--- src/host_port_pkg.sv ---
/*
  Shared constants for the parallel host port byte-lane logic.
  Assumes a single 40 MHz clock and a synchronous active-high reset.
*/
package host_port_pkg;

  // Byte and word geometry.
  localparam int unsigned BYTE_W      = 8;
  localparam int unsigned BUS_W       = 32;
  localparam int unsigned REG_W       = 16;
  localparam int unsigned LANES_NARROW = 2;
  localparam int unsigned LANES_WIDE  = 4;
  localparam int unsigned FIFO_DEPTH  = 4;

  // Host address map, 8-bit word addresses.
  localparam int unsigned ADDR_W      = 8;
  localparam logic [7:0]  DEVNUM_ADDR = 8'h00;
  localparam logic [7:0]  QUEUE_ADDR  = 8'hFE;

  // Device number value; arbitrary, not tied to any part.
  localparam logic [15:0] DEVICE_NUMBER_DEF = 16'h5A01;

  // Upper half of a register read.
  localparam logic [15:0] UPPER_ZERO = 16'h0000;

  // Host access sequencer states.
  typedef enum logic [1:0] {
    ST_IDLE  = 2'b00,
    ST_REG   = 2'b01,
    ST_QWAIT = 2'b10
  } acc_state_t;

endpackage

--- src/host_port_lanes.sv ---
/*
  Parallel host port configuration and byte-lane logic: strap capture,
  register path on the low 16 lanes, and queue byte packing into words.
  Assumes a host bus already reduced to single-cycle request pulses and a
  core register port that answers reads in the same cycle as the strobe.
*/
`timescale 1ns/100ps
module host_port_lanes #(
  parameter int unsigned    FIFO_DEPTH    = host_port_pkg::FIFO_DEPTH,
  parameter logic [15:0]    DEVICE_NUMBER = host_port_pkg::DEVICE_NUMBER_DEF
) (
  // Clock and reset
  input  wire logic        clk_i,
  input  wire logic        srst_i,
  // Configuration straps
  input  wire logic        bus_mux_select_strap_i,
  input  wire logic        wide_bus_strap_i,
  input  wire logic        byte_order_strap_i,
  // Host bus
  input  wire logic        host_ale_i,
  input  wire logic        host_req_i,
  input  wire logic        host_we_i,
  input  wire logic [7:0]  host_addr_i,
  input  wire logic [31:0] host_wdata_i,
  output logic [31:0]      host_rdata_o,
  output logic             host_ack_o,
  // Captured configuration
  output logic             mux_mode_o,
  output logic             wide_mode_o,
  output logic             little_mode_o,
  // Core register port
  output logic [7:0]       reg_addr_o,
  output logic [15:0]      reg_wdata_o,
  output logic             reg_we_o,
  output logic             reg_re_o,
  input  wire logic [15:0] reg_rdata_i,
  // Receive byte stream from the core
  input  wire logic        rx_byte_valid_i,
  output logic             rx_byte_ready_o,
  input  wire logic [7:0]  rx_byte_i
);

  // The FIFO wraps its pointers, so its depth must be a power of two.
  if (FIFO_DEPTH < 2 ||
      (FIFO_DEPTH & (FIFO_DEPTH - 1)) != 0) begin : g_depth_chk
    $error("host_port_lanes: FIFO_DEPTH must be a power of two >= 2");
  end

  // Lane geometry is fixed: four lanes fill the bus, two a register.
  if (host_port_pkg::LANES_WIDE * host_port_pkg::BYTE_W !=
      host_port_pkg::BUS_W ||
      host_port_pkg::LANES_NARROW * host_port_pkg::BYTE_W !=
      host_port_pkg::REG_W) begin : g_lane_chk
    $error("host_port_lanes: lane counts do not match the bus widths");
  end

  // Index of the last byte of a queue word on each bus width.
  localparam logic [1:0] LAST_WIDE   = 2'(host_port_pkg::LANES_WIDE - 1);
  localparam logic [1:0] LAST_NARROW = 2'(host_port_pkg::LANES_NARROW - 1);

  function automatic logic [1:0] last_lane(input logic wide);
    last_lane = wide ? LAST_WIDE : LAST_NARROW;
  endfunction

  // Address decodes shared by the request path.
  function automatic logic is_devnum(input logic [7:0] addr);
    is_devnum = (addr == host_port_pkg::DEVNUM_ADDR);
  endfunction

  function automatic logic is_queue(input logic [7:0] addr);
    is_queue = (addr == host_port_pkg::QUEUE_ADDR);
  endfunction

  // Lane that byte k of a word occupies for the given straps.
  function automatic logic [1:0] lane_of(input logic [1:0] k,
                                         input logic       wide,
                                         input logic       little);
    logic [1:0] top;
    top = last_lane(wide);
    if (little) begin
      lane_of = k;
    end else begin
      lane_of = top - k;
    end
  endfunction

  // Straps.
  logic mux_mode;
  logic wide_mode;
  logic little_mode;

  host_strap_capture u_strap (
    .clk_i                  (clk_i),
    .srst_i                 (srst_i),
    .bus_mux_select_strap_i (bus_mux_select_strap_i),
    .wide_bus_strap_i       (wide_bus_strap_i),
    .byte_order_strap_i     (byte_order_strap_i),
    .mux_mode_o             (mux_mode),
    .wide_mode_o            (wide_mode),
    .little_mode_o          (little_mode)
  );

  assign mux_mode_o    = mux_mode;
  assign wide_mode_o   = wide_mode;
  assign little_mode_o = little_mode;

  // Queue byte packer.
  logic [1:0]  bcnt_r;
  logic [1:0]  bcnt_nxt;
  logic [31:0] acc_r;
  logic [31:0] acc_nxt;
  logic [31:0] merged;
  logic [1:0]  lane;
  logic [1:0]  last_idx;
  logic        last_byte;
  logic        byte_take;
  logic        fifo_in_valid;
  logic        fifo_in_ready;
  logic        fifo_out_valid;
  logic        fifo_out_ready;
  logic [31:0] fifo_out_data;

  assign last_idx  = last_lane(wide_mode);
  assign last_byte = (bcnt_r == last_idx);
  assign lane      = lane_of(bcnt_r, wide_mode, little_mode);
  // A full FIFO stalls the source only on the byte that completes a word.
  assign rx_byte_ready_o = !last_byte || fifo_in_ready;
  assign byte_take       = rx_byte_valid_i && rx_byte_ready_o;
  assign fifo_in_valid   = rx_byte_valid_i && last_byte;

  always_comb begin
    merged = acc_r;
    for (int i = 0; i < host_port_pkg::LANES_WIDE; i++) begin
      if (lane == 2'(i)) begin
        merged[i*8 +: 8] = rx_byte_i;
      end
    end
    bcnt_nxt = bcnt_r;
    acc_nxt  = acc_r;
    if (byte_take) begin
      if (last_byte) begin
        bcnt_nxt = 2'h0;
        acc_nxt  = 32'h0000_0000;
      end else begin
        bcnt_nxt = bcnt_r + 2'h1;
        acc_nxt  = merged;
      end
    end
  end

  always_ff @(posedge clk_i) begin
    if (srst_i) begin
      bcnt_r <= 2'h0;
      acc_r  <= 32'h0000_0000;
    end else begin
      bcnt_r <= bcnt_nxt;
      acc_r  <= acc_nxt;
    end
  end

  // Four words of slack let the core keep streaming while the host is busy.
  host_word_fifo #(
    .WIDTH (host_port_pkg::BUS_W),
    .DEPTH (FIFO_DEPTH)
  ) u_fifo (
    .clk_i       (clk_i),
    .srst_i      (srst_i),
    .in_valid_i  (fifo_in_valid),
    .in_ready_o  (fifo_in_ready),
    .in_data_i   (merged),
    .out_valid_o (fifo_out_valid),
    .out_ready_i (fifo_out_ready),
    .out_data_o  (fifo_out_data)
  );

  // Host access sequencer.
  host_port_pkg::acc_state_t state_r;
  host_port_pkg::acc_state_t state_nxt;
  logic [7:0]  ale_addr_r;
  logic [7:0]  ale_addr_nxt;
  logic [7:0]  req_addr;
  logic [7:0]  raddr_r;
  logic [7:0]  raddr_nxt;
  logic [15:0] rwdata_r;
  logic [15:0] rwdata_nxt;
  logic        rwe_r;
  logic        rwe_nxt;
  logic        rre_r;
  logic        rre_nxt;
  logic        devnum_r;
  logic        devnum_nxt;
  logic [31:0] rdata_r;
  logic [31:0] rdata_nxt;
  logic        ack_r;
  logic        ack_nxt;

  // The multiplexed bus carries the address on the data lanes at ALE.
  assign req_addr = mux_mode ? ale_addr_r : host_addr_i;
  assign fifo_out_ready = (state_r == host_port_pkg::ST_QWAIT);

  always_comb begin
    state_nxt    = state_r;
    ale_addr_nxt = ale_addr_r;
    raddr_nxt    = raddr_r;
    rwdata_nxt   = rwdata_r;
    rwe_nxt      = 1'b0;
    rre_nxt      = 1'b0;
    devnum_nxt   = devnum_r;
    rdata_nxt    = rdata_r;
    ack_nxt      = 1'b0;
    if (mux_mode && host_ale_i) begin
      ale_addr_nxt = host_wdata_i[7:0];
    end
    case (state_r)
      host_port_pkg::ST_IDLE: begin
        if (host_req_i) begin
          if (is_queue(req_addr)) begin
            if (host_we_i) begin
              // Host-to-device queue words are not unpacked; acked, dropped.
              ack_nxt = 1'b1;
            end else begin
              state_nxt = host_port_pkg::ST_QWAIT;
            end
          end else begin
            raddr_nxt  = req_addr;
            // Upper lanes are dropped; no swap whatever the byte order.
            rwdata_nxt = host_wdata_i[15:0];
            devnum_nxt = is_devnum(req_addr);
            // The device number is read only; writes to it are dropped.
            rwe_nxt    = host_we_i && !is_devnum(req_addr);
            rre_nxt    = !host_we_i && !is_devnum(req_addr);
            state_nxt  = host_port_pkg::ST_REG;
          end
        end
      end
      host_port_pkg::ST_REG: begin
        // Writes refresh rdata as well; only reads are meant to use it.
        rdata_nxt = {host_port_pkg::UPPER_ZERO,
                     devnum_r ? DEVICE_NUMBER : reg_rdata_i};
        ack_nxt   = 1'b1;
        state_nxt = host_port_pkg::ST_IDLE;
      end
      host_port_pkg::ST_QWAIT: begin
        if (fifo_out_valid) begin
          // Words are packed at capture time, so the host sees them as is.
          rdata_nxt = fifo_out_data;
          ack_nxt   = 1'b1;
          state_nxt = host_port_pkg::ST_IDLE;
        end
      end
      default: begin
        state_nxt = host_port_pkg::ST_IDLE;
      end
    endcase
  end

  always_ff @(posedge clk_i) begin
    if (srst_i) begin
      state_r    <= host_port_pkg::ST_IDLE;
      ale_addr_r <= 8'h00;
      raddr_r    <= 8'h00;
      rwdata_r   <= 16'h0000;
      rwe_r      <= 1'b0;
      rre_r      <= 1'b0;
      devnum_r   <= 1'b0;
      rdata_r    <= 32'h0000_0000;
      ack_r      <= 1'b0;
    end else begin
      state_r    <= state_nxt;
      ale_addr_r <= ale_addr_nxt;
      raddr_r    <= raddr_nxt;
      rwdata_r   <= rwdata_nxt;
      rwe_r      <= rwe_nxt;
      rre_r      <= rre_nxt;
      devnum_r   <= devnum_nxt;
      rdata_r    <= rdata_nxt;
      ack_r      <= ack_nxt;
    end
  end

  assign reg_addr_o   = raddr_r;
  assign reg_wdata_o  = rwdata_r;
  assign reg_we_o     = rwe_r;
  assign reg_re_o     = rre_r;
  // In narrow mode queue words only fill lanes 15..0, upper stay zero.
  assign host_rdata_o = rdata_r;
  assign host_ack_o   = ack_r;

endmodule

--- src/host_strap_capture.sv ---
/*
  Captures the three configuration straps while reset is held and
  freezes them at reset release. Assumes straps are synchronous to clk_i.
*/
`timescale 1ns/100ps
module host_strap_capture (
  // Clock and reset
  input  wire logic clk_i,
  input  wire logic srst_i,
  // Strap pins
  input  wire logic bus_mux_select_strap_i,
  input  wire logic wide_bus_strap_i,
  input  wire logic byte_order_strap_i,
  // Captured settings
  output logic      mux_mode_o,
  output logic      wide_mode_o,
  output logic      little_mode_o
);

  logic [2:0] strap_r;
  logic [2:0] strap_nxt;

  // Following the pins while in reset makes the last sample the one at
  // the release edge; afterwards the pins are never looked at again.
  always_comb begin
    strap_nxt = strap_r;
    if (srst_i) begin
      strap_nxt = {bus_mux_select_strap_i, wide_bus_strap_i,
                   byte_order_strap_i};
    end
  end

  always_ff @(posedge clk_i) begin
    strap_r <= strap_nxt;
  end

  assign mux_mode_o    = strap_r[2];
  assign wide_mode_o   = strap_r[1];
  assign little_mode_o = strap_r[0];

endmodule

--- src/host_word_fifo.sv ---
/*
  Small synchronous FIFO with valid/ready on both sides.
  Assumes one clock and a synchronous active-high reset.
*/
`timescale 1ns/100ps
module host_word_fifo #(
  parameter int unsigned WIDTH = 32,
  parameter int unsigned DEPTH = 4
) (
  // Clock and reset
  input  wire logic             clk_i,
  input  wire logic             srst_i,
  // Fill side
  input  wire logic             in_valid_i,
  output logic                  in_ready_o,
  input  wire logic [WIDTH-1:0] in_data_i,
  // Drain side
  output logic                  out_valid_o,
  input  wire logic             out_ready_i,
  output logic [WIDTH-1:0]      out_data_o
);

  localparam int unsigned PW = $clog2(DEPTH);

  if (DEPTH < 2 || (DEPTH & (DEPTH - 1)) != 0 ||
      WIDTH < 1) begin : g_param_chk
    $error("host_word_fifo: DEPTH must be a power of two >= 2");
  end

  logic [WIDTH-1:0] mem_r [DEPTH];
  logic [PW:0]      wptr_r;
  logic [PW:0]      wptr_nxt;
  logic [PW:0]      rptr_r;
  logic [PW:0]      rptr_nxt;
  logic             push;
  logic             pop;
  logic             full;
  logic             empty;

  assign full  = (wptr_r[PW] != rptr_r[PW]) &&
                 (wptr_r[PW-1:0] == rptr_r[PW-1:0]);
  assign empty = (wptr_r == rptr_r);
  assign in_ready_o  = !full;
  assign out_valid_o = !empty;
  assign out_data_o  = mem_r[rptr_r[PW-1:0]];
  assign push = in_valid_i && !full;
  assign pop  = out_ready_i && !empty;

  always_comb begin
    wptr_nxt = push ? wptr_r + 1'b1 : wptr_r;
    rptr_nxt = pop ? rptr_r + 1'b1 : rptr_r;
  end

  always_ff @(posedge clk_i) begin
    if (srst_i) begin
      wptr_r <= '0;
      rptr_r <= '0;
    end else begin
      wptr_r <= wptr_nxt;
      rptr_r <= rptr_nxt;
    end
    if (push) begin
      mem_r[wptr_r[PW-1:0]] <= in_data_i;
    end
  end

endmodule

--- config.mk ---
export PLATFORM = sky130hd
export DESIGN_NAME = host_port_lanes
export DESIGN_NICKNAME = d
export VERILOG_FILES = /design/src/host_port_pkg.sv /design/src/host_port_lanes.sv /design/src/host_strap_capture.sv /design/src/host_word_fifo.sv
export SDC_FILE = /design/constraint.sdc
export NUM_CORES = 1
export LEC_CHECK = 0
export ABC_AREA = 1
export ABC_CLOCK_PERIOD_IN_PS = 4400
export BUFFER_PORTS_ARGS = -buffer_cell sky130_fd_sc_hd__buf_2
export CAP_MARGIN = 15
export CORE_MARGIN = 4
export CORE_UTILIZATION = 62
export DETAILED_ROUTE_END_ITERATION = 8
export GPL_TIMING_DRIVEN = 0
export HOLD_SLACK_MARGIN = 0.03
export PLACE_DENSITY = 0.85
export SYNTH_ARGS = -nofsm -noshare
export SYNTH_HDL_FRONTEND = slang
export SYNTH_HIERARCHICAL = 1
export SYNTH_SLANG_ARGS = --single-unit
--- constraint.sdc ---
create_clock -name clk_i -period 4.4 [get_ports clk_i]
set_input_delay 0.66 -clock clk_i [delete_from_list [all_inputs] [get_ports clk_i]]
set_output_delay 0.66 -clock clk_i [all_outputs]
set_load 0.02 [all_outputs]
==> flow_summary.toml <==
[outcome]
status = "completed"

[cts]
h-tree-depth = 1
clockBufferDepth = 3
clk_pin_slew_ps = 60
cts_hold_buf = 0
cts_resized = 0
cts_root_buf = "clkbuf_16"
clock-sinks = 243
insertion_delay_ps = 520
postCtsSetupBuffers = 0
cts_buffers = 25
cts_tree = "yes"

[route]
drt_iter0_markers = 906
vias = 8894
vias_per_cell = 5.80
drt-pass1-iter-count = 5
ant_nets = 0
remaining_drc_errors = 0
drt_wl_total_um = 27300
wl_per_cell_um = 17.8

[final_layout]
n_fill_cell = 1122
final_core_util = 0.737
final_common_cell = "nand2_1"
layout-drive-gt1-share = 0.174
ff_latch_area_um2 = 6180
multi_input_area_um2 = 3650
final_cell_mix = "nand2_1 (205), buf_2 (136), edfxtp_1 (131)"
diodes = 0
layout.nets = 1373
syn_to_final_growth_pct = 16.4

[global_route]
antenna_found_initial = 0
grt_pass1_wl_um = 43000
grt_overflow_total = 0
grt_pass1_vias = 8564
grt_util_all_layers = 0.274
grt_max_degree = 33

[logic_synthesis]
syn-cell-area_um2 = 10500
avgSynthCellArea_um2 = 9.17
ys.flop_type = "edfxtp_1"
seq_area_frac_synth = 0.588
synth_edf_count = 131
synth_cell_type_count = 30
synth_cells = 1146
syn_nets = 1224
ys_ff_latch = 243
async_flop_share = 0
yosysWarningCount = 6

[power]
p_clk_frac = 0.382
p_int_w = 0.00378
pwr-share-seq = 0.506
combPwrFrac = 0.112
sw_frac_of_total = 0.252
irDropWorstVdd_uv = 331
p_switching_w = 0.00127
p_leak_nw = 4.99
powerDensity_nw_per_um2 = 413

[placement]
post-dp-hpwl_um = 18700
routabilityCongestion = 0.883
portBuffers = 119

[timing]
tightest_slew_ps = 874
tns_ps = 0
relSlewSlack = 0.417
layout_min_cycle_time_ps = 2650
max_freq_mhz = 378
rsz0062_at_grt = "no"
fin_crit_sh = 0.601
hold_viol_final = 0
setup_violations = 0
skew_ps = 13.7
slew_viol_final = 0

[setup_path]
cp.required_ps = 4770
worstPathArrival_ps = 3020
crit_path_end_kind = "flip-flop"
start_kind = "flip-flop"
crit_fanout = 10
setup.worst_path.class = "reg -> reg"
rrSetupSlack_ps = 1750

[floorplanning]
die_w_um = 138
ioPinCount = 136
num_rows = 47
coreArea_um2 = 16600
die_area_um2 = 19100
die_h_um = 138
initial_utilization = 0.634

[min_path]
hp-class = "in -> reg"

[run]
drv_cap = 0
==> cell usage after synthesis (4+ instances only) <==
master    count  area share
edfxtp_1    131        0.37
buf_6         5      0.0054
a31oi_1       5      0.0030
nand4_1      36       0.021
o21ai_0     106       0.050
a21oi_1      78       0.037
buf_4         4      0.0029
dfxtp_1     112        0.21
nor2_1      108       0.039
nand3_1      66       0.031
buf_2        17      0.0081
o22ai_1      32       0.019
inv_1        93       0.033
a21oi_2      20       0.017
and2_1       32       0.019
clkbuf_1     39       0.014
nand3b_1     17       0.012
inv_2         4      0.0014
nand2_2       6      0.0036
o21ai_1      11      0.0052
nand2_1     205       0.073
ha_1          5      0.0060
==> layout make-up <==
class / instances / area share
Sequential cell: 243 / 0.505
Multi-Input combinational cell: 735 / 0.298
Clock buffer: 33 / 0.0555
Timing Repair Buffer: 122 / 0.0555
Inverter: 101 / 0.0313
Buffer: 67 / 0.0266
Tap cell: 220 / 0.0225
Clock inverter: 12 / 0.00552
==> critical path, stage by stage, from the launching register on <==
cell and delay [ps]:
dfxtp_1 420, inv_2 80, nand2_1 80, nand2_2 100
nand3_4 120, clkbuf_1 570, nand2_1 120, nand2_1 220
clkinv_1 270, clkbuf_1 300, nand2_1 130, a21oi_1 70
==> flip-flops by register name (all words and copies together), names as in the netlist, 2 cells and up, named ones only <==
signal and flops:
reg_wdata_o 16, acc_r 32, u_strap/strap_r 3, bcnt_r 2, u_fifo/wptr_r 3, reg_addr_o 8
ale_addr_r 8, u_fifo/rptr_r 3, state_r 2, u_fifo/mem_r 128, host_rdata_o 32
==> metrics by stage <==
| stage | std cells | total power (W) | setup WS (ps) | hold WS [ps] | area, um2 |
|---|---|---|---|---|---|
| 6_report | 1533 | 0.00505 | 1750 | 320 | 12200 |
| 3_3_place_gp | 1485 | 0.00312 | 237 | 430 | 11400 |
| 3_5_place_dp | 1488 | 0.00315 | 1790 | 434 | 11500 |
| 4_1_cts | 1533 | 0.00505 | 1750 | 311 | 12200 |
| 5_1_grt | 1533 | 0.00521 | 1450 | 317 | 12200 |
| 2_1_floorplan | 1146 | 0.00296 | 1490 | 429 | 10500 |
==> final timing paths <==
kind                                    startpoint                  to  cells past startpoint
worst max-delay path              u_fifo/wptr_r[1]    host_rdata_o[22]                     11
worst min-delay path            byte_order_strap_i  u_strap/strap_r[0]                      1
worst max register to register    u_fifo/wptr_r[1]    host_rdata_o[22]                     11
worst min register to register       reg_addr_o[6]       reg_addr_o[6]                      2
==> power by group through the flow <==
stage	registers (W)	clock network (W)	logic [W]
final	0.00255	0.00193	0.000564
after detailed placement	0.00260	0	0.000547
after global placement	0.00260	0	0.000521
after CTS	0.00255	0.00194	0.000554
after floorplan	0.00263	0	0.000327
after global routing	0.00256	0.00203	0.000619
==> logic make-up (layout without fill, tap and decap cells) <==
group | Yosys count | after routing | synth area share
flops | 243 | 243 | 0.588
compound gates | 252 | 252 | 0.132
buf+inv | 168 | 335 | 0.0674
simple gates | 478 | 478 | 0.207
fa+ha+maj | 5 | 5 | 0.00595
==> routing by layer <==
layer  global-route usage  part of all wire  routed length [um]  up-vias
met5              0.00251                 0                   0        -
met4                0.107             0.044                1210        0
met3               0.0532             0.091                2490      101
met2                0.472              0.48               13200      484
met1                0.343              0.38               10400     4113
li1                     -                 -                   -     4196
Power figures use the tool's default switching activity.
